`config.mk`:
```
export PLATFORM = sky130hd
export DESIGN_NAME = lcdfc_top
export DESIGN_NICKNAME = d
export VERILOG_FILES = /design/src/hdl/lcdfc_pkg.sv /design/src/hdl/lcdfc_latch_if.sv /design/src/hdl/lcdfc_shadow.sv /design/src/hdl/lcdfc_top.sv
export VERILOG_INCLUDE_DIRS = /design/src /design/src/hdl
export SDC_FILE = /design/constraint.sdc
export NUM_CORES = 1
export LEC_CHECK = 0
export ABC_AREA = 1
export BUFFER_PORTS_ARGS = -buffer_cell sky130_fd_sc_hd__buf_2
export CAP_MARGIN = 10
export CORE_MARGIN = 3
export CORE_UTILIZATION = 35
export CTS_BUF_LIST = sky130_fd_sc_hd__clkbuf_8
export CTS_CLUSTER_SIZE = 30
export DETAILED_ROUTE_END_ITERATION = 12
export GPL_ROUTABILITY_DRIVEN = 0
export PLACE_DENSITY_LB_ADDON = 0.05
export SLEW_MARGIN = 30
export SYNTH_ARGS = -nofsm -noshare
export SYNTH_HDL_FRONTEND = slang
export SYNTH_SLANG_ARGS = --single-unit
```
`constraint.sdc`:
```
create_clock -name clk_sys -period 2.1 [get_ports clk_sys]
set_input_delay 0.525 -clock clk_sys [delete_from_list [all_inputs] [get_ports clk_sys]]
set_output_delay 0.525 -clock clk_sys [all_outputs]
set_load 0.02 [all_outputs]
```
`src/hdl/lcdfc_params.svh`:
```
// Register offsets, field positions and reset values of the LCD frame control block.
`ifndef LCDFC_PARAMS_SVH
`define LCDFC_PARAMS_SVH
`define LCDFC_CRA_ADDR      8'h00E4
`define LCDFC_CCR_ADDR      8'h00E7
`define LCDFC_DMEM_BASE     8'h00EC
`define LCDFC_BIT_EN        7
`define LCDFC_BIT_AB        6
`define LCDFC_BIT_IF        4
`define LCDFC_BIT_IE        3
`define LCDFC_BIT_BL        0
`define LCDFC_CRA_WMASK     8'h00C9
`define LCDFC_CRA_RSVD      8'h0026
`define LCDFC_RESET_BYTE    8'h00
`endif

```
`src/hdl/lcdfc_pkg.sv`:
```
// Types shared by the LCD frame control block.
package lcdfc_pkg;
    typedef enum logic [1:0] {
        LCDFC_OFF   = 2'b00,
        LCDFC_SHOW  = 2'b01,
        LCDFC_BLANK = 2'b10
    } lcdfc_state_t;
endpackage : lcdfc_pkg

```
`src/hdl/lcdfc_latch_if.sv`:
```
// Interface carrying the frame-latch strobe and latched data between block modules.
`timescale 1ns/1ps
interface lcdfc_latch_if #(parameter int W = 8);
    logic         load;
    logic [W-1:0] d;
    logic [W-1:0] q;
    modport ctrl (output load, output d, input q);
    modport store (input load, input d, output q);
endinterface : lcdfc_latch_if

```
`src/hdl/lcdfc_shadow.sv`:
```
// Shadow register that captures a word when the frame latch strobe fires.
`timescale 1ns/1ps
`include "lcdfc_params.svh"
module lcdfc_shadow (
    // Clock and reset.
    input  wire logic    clk_sys,
    input  wire logic    arst_n,
    // Latch port.
    lcdfc_latch_if.store lp
);
    logic [$bits(lp.q)-1:0] q_q;
    logic [$bits(lp.q)-1:0] q_d;

    // Next value: take the live word on a latch strobe, else hold.
    always_comb begin
        q_d = lp.load ? lp.d : q_q;
    end

    // Register the working copy.
    always_ff @(posedge clk_sys or negedge arst_n) begin
        if (!arst_n) begin
            q_q <= '0;
        end else begin
            q_q <= q_d;
        end
    end

    assign lp.q = q_q;
endmodule : lcdfc_shadow

```
`src/hdl/lcdfc_top.sv`:
```
// LCD frame control and status: control register, frame latching, flag, blanking and enable.
`timescale 1ns/1ps
`include "lcdfc_params.svh"
module lcdfc_top #(
    parameter int DMEM_REGS = 20,
    parameter int NCOM      = 4
) (
    // Clock and reset.
    input  wire logic                  clk_sys,
    input  wire logic                  arst_n,
    // Processor register port.
    input  wire logic [7:0]            reg_addr,
    input  wire logic                  reg_wr,
    input  wire logic [7:0]            reg_wdata,
    output logic      [7:0]            reg_rdata,
    // Processor interrupt handshake.
    input  wire logic                  global_irq_en,
    input  wire logic                  irq_vector_ack,
    output logic                       frame_irq,
    // Timing logic.
    input  wire logic                  frame_start,
    input  wire logic [1:0]            com_index,
    // Latched settings and live pin controls toward the waveform generator.
    output logic [DMEM_REGS*8-1:0]     seg_data,
    output logic [7:0]                 contrast_latched,
    output logic                       wave_low_power,
    output logic                       pins_grounded,
    output logic                       lcd_pins_owned,
    output logic [NCOM-1:0]            com_active
);
    logic [7:0]               cra_q, cra_d;
    logic [7:0]               ccr_q, ccr_d;
    logic [DMEM_REGS*8-1:0]   dmem_q, dmem_d;
    logic                     odd_q, odd_d;
    logic                     lp_prev_q, lp_prev_d;
    lcdfc_pkg::lcdfc_state_t  st_q, st_d;
    logic                     latch_ev;
    logic                     flag_wr_clr;
    logic [7:0]               rd_d, rd_q;

    lcdfc_latch_if #(.W(DMEM_REGS*8 + 10)) lif ();

    // Live register file: writes are never blocked, whatever the frame state.
    always_comb begin
        cra_d  = cra_q;
        ccr_d  = ccr_q;
        dmem_d = dmem_q;
        flag_wr_clr = 1'b0;
        if (reg_wr) begin
            if (reg_addr == `LCDFC_CRA_ADDR) begin
                cra_d = (reg_wdata & `LCDFC_CRA_WMASK) | (cra_q & ~`LCDFC_CRA_WMASK);
                flag_wr_clr = reg_wdata[`LCDFC_BIT_IF];
            end else if (reg_addr == `LCDFC_CCR_ADDR) begin
                ccr_d = reg_wdata;
            end else begin
                for (int i = 0; i < DMEM_REGS; i++) begin
                    if (reg_addr == 8'(`LCDFC_DMEM_BASE + i)) begin
                        dmem_d[i*8 +: 8] = reg_wdata;
                    end
                end
            end
        end
        if (flag_wr_clr || irq_vector_ack) begin
            cra_d[`LCDFC_BIT_IF] = 1'b0;
        end
        if (latch_ev) begin
            cra_d[`LCDFC_BIT_IF] = 1'b1;
        end
    end

    // Frame parity: remembers whether the last frame start latched, so that in low-power
    // mode the frame after a latch repeats the same data and the DC component cancels.
    always_comb begin
        odd_d = odd_q;
        if (!cra_q[`LCDFC_BIT_EN]) begin
            odd_d = 1'b0;
        end else if (frame_start) begin
            odd_d = latch_ev;
        end
    end

    // Assertion helper: records whether the previous frame start while enabled latched.
    always_comb begin
        lp_prev_d = lp_prev_q;
        if (!cra_q[`LCDFC_BIT_EN]) begin
            lp_prev_d = 1'b0;
        end else if (frame_start) begin
            lp_prev_d = lif.load;
        end
    end

    // low power flags every second frame
    // low power latches every second frame
    assign latch_ev = frame_start && cra_q[`LCDFC_BIT_EN] && !(lif.q[0] && odd_q);

    assign lif.load = latch_ev;
    assign lif.d    = {dmem_q, ccr_q, cra_q[`LCDFC_BIT_BL], cra_q[`LCDFC_BIT_AB]};

    lcdfc_shadow u_shadow (
        .clk_sys (clk_sys),
        .arst_n  (arst_n),
        .lp      (lif.store)
    );

    // Drive state: off, showing, or blanked after a finished frame.
    always_comb begin
        st_d = st_q;
        case (st_q)
            lcdfc_pkg::LCDFC_OFF: begin
                if (cra_q[`LCDFC_BIT_EN]) begin
                    st_d = lcdfc_pkg::LCDFC_SHOW;
                end
            end
            lcdfc_pkg::LCDFC_SHOW: begin
                if (latch_ev && cra_q[`LCDFC_BIT_BL]) begin
                    st_d = lcdfc_pkg::LCDFC_BLANK;
                end
            end
            lcdfc_pkg::LCDFC_BLANK: begin
                if (latch_ev && !cra_q[`LCDFC_BIT_BL]) begin
                    st_d = lcdfc_pkg::LCDFC_SHOW;
                end
            end
            default: st_d = lcdfc_pkg::LCDFC_OFF;
        endcase
        if (!cra_q[`LCDFC_BIT_EN]) begin
            st_d = lcdfc_pkg::LCDFC_OFF;
        end
    end

    // Read mux, registered so read data come from a flip-flop.
    always_comb begin
        rd_d = 8'h00;
        if (reg_addr == `LCDFC_CRA_ADDR) begin
            rd_d = cra_q & (`LCDFC_CRA_WMASK | (8'h01 << `LCDFC_BIT_IF));
        end else if (reg_addr == `LCDFC_CCR_ADDR) begin
            rd_d = ccr_q;
        end else begin
            for (int i = 0; i < DMEM_REGS; i++) begin
                if (reg_addr == 8'(`LCDFC_DMEM_BASE + i)) begin
                    rd_d = dmem_q[i*8 +: 8];
                end
            end
        end
    end

    // State registers.
    always_ff @(posedge clk_sys or negedge arst_n) begin
        if (!arst_n) begin
            cra_q  <= `LCDFC_RESET_BYTE;
            ccr_q  <= `LCDFC_RESET_BYTE;
            dmem_q <= '0;
            odd_q  <= 1'b0;
            lp_prev_q <= 1'b0;
            st_q   <= lcdfc_pkg::LCDFC_OFF;
            rd_q   <= `LCDFC_RESET_BYTE;
        end else begin
            cra_q  <= cra_d;
            ccr_q  <= ccr_d;
            dmem_q <= dmem_d;
            odd_q  <= odd_d;
            lp_prev_q <= lp_prev_d;
            st_q   <= st_d;
            rd_q   <= rd_d;
        end
    end

    // Outputs toward the processor and the analog waveform side.
    assign reg_rdata = rd_q;
    assign frame_irq = cra_q[`LCDFC_BIT_IF] && cra_q[`LCDFC_BIT_IE] && global_irq_en;
    assign seg_data         = lif.q[DMEM_REGS*8+9 : 10];
    assign contrast_latched = lif.q[9:2];
    assign wave_low_power   = lif.q[0];
    assign pins_grounded    = cra_q[`LCDFC_BIT_EN] && (st_q == lcdfc_pkg::LCDFC_BLANK);
    assign lcd_pins_owned   = cra_q[`LCDFC_BIT_EN];

    // one common addressed at a time in sequence
    // Gated by the live enable bit so that commons stop in the cycle the bit clears.
    always_comb begin
        com_active = '0;
        if (cra_q[`LCDFC_BIT_EN] && (st_q == lcdfc_pkg::LCDFC_SHOW)) begin
            com_active[com_index] = 1'b1;
        end
    end
endmodule : lcdfc_top

```
## Word level (Yosys, flattened, before mapping)

Index checks and enable logic that the tools add are counted.

- Register bits: 357
- Bits in latches: 0
- RAM bits: 0
- Memory bits (read-only): 0
- Output and inout port bits: 184
- Logic and storage cells: 136
- Memories kept: 0

- $add $sub $neg: 0
- Multiply operators: 0
- Div/mod/pow operators: 0
- Order comparisons: 2
- Equal/unequal tests: 27
- Shift operators: 0
- Muxes and demuxes: 37
- Bitwise operators: 3
- Reduce and logical (&&, ||, !) cells: 40

Operators by type and width:

| kind | number |
|---|---|
| equality test 8 bit (second input constant) | 22 |
| two-way mux 8 bit | 22 |
| AND reduction 4 bit | 20 |
| logical AND 1 bit | 10 |
| two-way mux 5 bit | 2 |
| OR 8 x 6 -> 8 bit | 1 |
| two-way mux 1 bit | 7 |
| two-way mux 2 bit | 3 |
| != test 3 bit (second input constant) | 2 |
| case mux 2 bit (3 select lines) | 1 |
| AND reduction 2 bit | 3 |
| nonzero test 3 bit | 2 |
| two-way mux 4 bit | 1 |
| less-than comparator 2 x 3 -> 1 bit (second input constant) | 1 |
| AND reduction 3 bit | 1 |
| demux 1 bit (select 2 bit) | 1 |
| equality test 2 x 1 -> 1 bit (second input constant) | 1 |
| equality test 2 bit (second input constant) | 1 |
| greater-or-equal comparator 2 x 1 -> 1 bit (second input constant) | 1 |
| zero test 1 bit | 2 |
| zero test 2 bit | 1 |
| != test 2 bit (second input constant) | 1 |
| inverter 1 bit | 2 |
| logical OR 1 bit | 1 |

## Longest topological paths before layout

- Depth in word-level cells: 23
- Gate-level depth with buffers: 17
- Depth with buffers taken out: 17

## Modules after synthesis

Synthesis repeated with hierarchy kept, for this count alone.

- Cells, all modules: 1731
- Area, all modules: 14671.6 um^2

By module, submodules not included:

| module | times used | cells each | area each (um^2) |
|---|---|---|---|
| lcdfc_top | 1 | 1013 | 8237.9 |
| lcdfc_shadow | 1 | 718 | 6433.7 |

## Least setup slack after synthesis

No wires, ideal clock.

- Path type: in2reg
- Start point: input port reg_addr[6]
- End point: register rd_q[6] (netlist: reg_rdata[6])
- Arrival: 1.788 ns
- Required time: 1.976 ns
- Setup slack: 0.188 ns
- Stages: 16
- Buffers on the path: 1
- Cell sequence: nand2_1 nor2_2 buf_4 nand3_2 inv_2 nand2_1 nand2_1 nand3_1 nand2_1 nand3_1 nand2_1 nand4_1 nor2_1 nand3_1 nand2_1 nand3_1

- Word-level cells in the longest chain between the ends: 23
- Elaborated cells on any way between the ends: 44

RTL lines:

| what | RTL line | RTL |
|---|---|---|
| start: declaration | lcdfc_top.sv:12 | `input wire logic [7:0] reg_addr,` |
| equality test 8 bit | lcdfc_top.sv:140 | `` if (reg_addr == 8'(`LCDFC_DMEM_BASE + i)) begin `` |
| two-way mux 8 bit (20 in series) | lcdfc_top.sv:140 |  |
| two-way mux 8 bit | lcdfc_top.sv:136 | `` end else if (reg_addr == `LCDFC_CCR_ADDR) begin `` |
| two-way mux 8 bit (*) | lcdfc_top.sv:134 | `` if (reg_addr == `LCDFC_CRA_ADDR) begin `` |
| via rd_d[6] | lcdfc_top.sv:39 | `logic [7:0] rd_d, rd_q;` |
| end signal: assignment | lcdfc_top.sv:156 | `` rd_q <= `LCDFC_RESET_BYTE; `` |
| end signal: assignment | lcdfc_top.sv:164 | `rd_q <= rd_d;` |
| end: declaration | lcdfc_top.sv:39 |  |

Mark *: on every way through the listed nets, which the timed path passes. The rest lies on a longest branch.
A chain may end at the register's enable or synchronous reset.

## Worst setup path after layout

- Start point: register st_q[1]
- End point: output port com_active[3]

- Word-level cells in the longest chain between the ends: 3

RTL lines:

| what | RTL line | RTL |
|---|---|---|
| start: declaration | lcdfc_top.sv:36 | `lcdfc_pkg::lcdfc_state_t st_q, st_d;` |
| start signal: assignment | lcdfc_top.sv:155 | `st_q <= lcdfc_pkg::LCDFC_OFF;` |
| start signal: assignment | lcdfc_top.sv:163 | `st_q <= st_d;` |
| equality test 2 x 1 -> 1 bit | lcdfc_top.sv:181 | `` if (cra_q[`LCDFC_BIT_EN] && (st_q == lcdfc_pkg::LCDFC_SHOW)) begin `` |
| logical AND 1 bit | lcdfc_top.sv:181 |  |
| two-way mux 4 bit | lcdfc_top.sv:181 |  |
| end: declaration | lcdfc_top.sv:29 | `output logic [NCOM-1:0] com_active` |

No other way between the ends.

==> impl_summary.md <==
STA
Static timing analysis puts the maximum clock frequency at 450 MHz. On the final layout, the worst hold slack is approximately 0.12 ns. Setup repair after global routing could not meet its margin everywhere. The count of endpoints failing setup in the final report is 5. The transition at the pin with the smallest max-transition slack is around 0.60 ns. Counting I/O delays and the setup requirement, the final critical path takes roughly 2.2 ns.

The final hold violation count is 0. The worst setup skew after layout is 0.0113 ns. The final worst slack is -0.123 ns. The setup TNS after final layout is -0.378 ns.

The worst pin sits at a relative slew slack of 0.602. The final worst-path cycle share is 1.06. The final number of max-transition violations is 0.

Run
The tool flagged a number of max-cap violations equal to 0.

Pwr
The worst supply voltage drop on vdd is around 0.45 mV. The power consumption is 14.4 mW. The leakage power is 9.55 nW. For this design the ratio of total power to cell area is 774 nW/um2.

Placement
After detailed placement, the total cell area comes to 17100 um2. Once detailed placement completed, the half-perimeter wirelength came to approximately 33000 um. The quantity of I/O buffers inserted on ports is ~210. After detailed placement, the design holds a cell count of around 2300.

Worst setup path
The worst setup path is captured at an output pin. In this run the register-to-register setup slack is roughly 0.040 ns. For this run, the slowest stage of the critical path takes around 0.39 ns. STA classifies the critical path startpoint as a register. In this run the worst path has a maximum fanout of 5. The number of cells on the worst reg-to-reg path is 12.

Data arrives at the worst endpoint at 1.70 ns. Broken down by cell family, the worst path's largest delay share belongs to flip-flops. The launching element of the worst setup path is st_q[1]. For this design, the slowest cell found on the critical path is dfrtp_1. The most numerous cell on the critical path is nor3_2. The buffer and inverter count on the worst path is 2. Walking the worst path, the cells encountered are nor3_2, inv_2, nor3_2, buf_4. For the worst setup path, the data required time is 1.57 ns. The worst setup path category is reg -> out. The endpoint identified for the worst register-to-register timing path is reg_rdata[1].

In this run the critical register-to-register path is launched from dmem_q[17].

Detailed routing
The remaining design rule violation count is 0. The first routing iteration left 741 violations. The first detailed-routing pass took 5 iterations. The final layout contains routed wiring with a total length of between 40000 and 50000 um. The wire length per cell is just under 20 um. The average via count per standard cell is between 4 and 5. The total via count after detailed routing is about 11000. In this run the remaining antenna-violating nets after routing total 0.

Yosys
The flip-flop and latch count after synthesis is roughly 350. The cell taking the most area after synthesis is dfrtp_1. The most repeated cell in the gate-level netlist after synthesis is nand2_1. The netlist uses 29 different library cells. The count of synthesis-stage warnings from yosys is 0. The cell count after synthesis came out at 1456. For this run, asynchronously set or reset flops after synthesis account for 1.00. In the synthesized netlist, the cells that appear most often are 377 x nand2_1, 353 x dfrtp_1, 161 x o21ai_0. By area the synthesized netlist is led by dfrtp_1 60%, nand2_1 9.7%, mux2_2 8.9%. For this run, the register share of the synthesized area comes to 0.604. The mapped netlist covers about 15000 um2. The net count of the mapped netlist is 1480. The mean cell area of the mapped netlist is roughly 10 um2. Among all flip-flop cells after synthesis, the most frequent one is dfrtp_1. In this run, synthesis inferred 0 flip-flops with an integrated enable. The top-area cell type share of the netlist area is 0.604.

CTS
In this run, CTS created clock tree buffers numbering 60. The clock tree from TritonCTS is built. The clock edge transition at the registers on the reported setup and hold paths is roughly 0.060 ns. CTS built an H-tree with a depth of 2. The clock net in this run drives a total of approximately 350 sinks.

The later pin in the worst-skew pair is clocked with a latency of between 0.6 and 0.7 ns. The CTS root buffer is clkbuf_8. The clock passes through at most 3 buffers.

Global routing
The number of global-route vias before repair is around 11000. The first global-routing pass estimated 71700 um of wire. The number of antenna violations at the first check in global routing is 0.

In the global route stage, overall resource usage came out at 0.211. The largest net degree at the start of global routing is 55. The overall overflow remaining after global route is 0.

Outcome
The checks that failed: negative setup slack. The run finished, with violations left.

Finish
The proportion of layout cells with a drive suffix above 1 is 0.343. The final standard cell area without fillers is 18600 um2. The net count of the finished layout is about 1800. The number of antenna diodes in the final layout is 0. Relative to the synthesized area, the layout overhead comes to 27.1%. Excluding fillers, the count of instances in the completed layout stands at roughly 2400.

Worst hold path
The worst hold path terminates at cra_q[4]. The worst hold path class is in -> reg. The worst hold path stage count is 2. The hold path startpoint is irq_vector_ack.

Die
The core outline area is 41000 um2. The floorplan step defined a die boundary enclosing 44300 um2. In this run the count of I/O pins placed on the die edge is 208.

The initial utilization of the core area, before any placement, comes to 0.357. The number of placement rows is 74. The chip height is 210 um. The die is ~210 um wide.
-- how the worst max path moves through the flow --
stage,end,cells past startpoint
2_1_floorplan,reg_rdata[6],16
3_3_place_gp,reg_rdata[3],17
3_5_place_dp,reg_rdata[3],17
4_1_cts,com_active[0],4
5_1_grt,com_active[3],4
6_report,com_active[3],4
-- metal layers --
metal	global-route usage	wire length [um]	vias up
met5	0	0	-
met4	0.0584	918	0
met3	0.0335	2360	67
met2	0.330	21100	303
met1	0.308	22300	5611
li1	-	-	5472
-- flip-flops by register name, indices dropped and copies added, names as in the netlist --
name	flops
u_shadow.lp.q	169
dmem_q	160
ccr_q	8
reg_rdata	8
cra_q	5
st_q	2
odd_q	1
-- power by group --
group | internal, mW | switching, mW
logic | 0.389 | 0.740
registers | 7.08 | 0.223
clock network | 3.20 | 2.75
total | 10.7 | 3.71
-- cells by family after synthesis --
family / count (synthesis) / share of synthesized area
simple gates: 546 / 0.164
buf+inv: 181 / 0.0530
mux: 115 / 0.0885
flops: 353 / 0.604
compound gates: 261 / 0.0908
-- per-stage QoR --
step,util,setup slack (ns)
final,0.453,-0.123
after global placement,0.418,-0.866
after floorplan,-,0.188
after global routing,0.453,-0.204
after CTS,0.449,-0.129
after detailed placement,0.418,-0.866
-- layout by cell type (no fill, tap or decap), drive strengths merged, types with 2 or more instances in the layout --
cell type / n
o21ai: 247
clkbuf: 76
a21boi: 2
mux2: 115
a21oi: 10
clkinvlp: 2
buf: 342
nand2: 396
clkinv: 3
nand3: 30
o22ai: 2
inv: 135
nand4: 33
nor2: 71
dfrtp: 353
nor3: 15
-- repair_timing --
| action | CTS | global route |
|---|---|---|
| setup endpoints to repair | 8 | 9 |
| gates resized for setup | 32 | 24 |
| buffers inserted | 4 | 8 |
| pin swaps | 10 | 22 |
| hold buffers | 1 | 0 |
| cloned | 0 | 1 |
| hold endpoints to repair | 38 | 0 |
-- cell type report --
cell class / count / area, um2
fillers: 4088 / 22400
clock buffers: 76 / 1050
inverters: 115 / 434
flip-flops and latches: 353 / 8830
repair buffers: 343 / 2300
multi-input cells: 923 / 5200
well taps: 532 / 666
clock inverters: 25 / 105
Note: power is estimated with default switching activity, not from simulation.
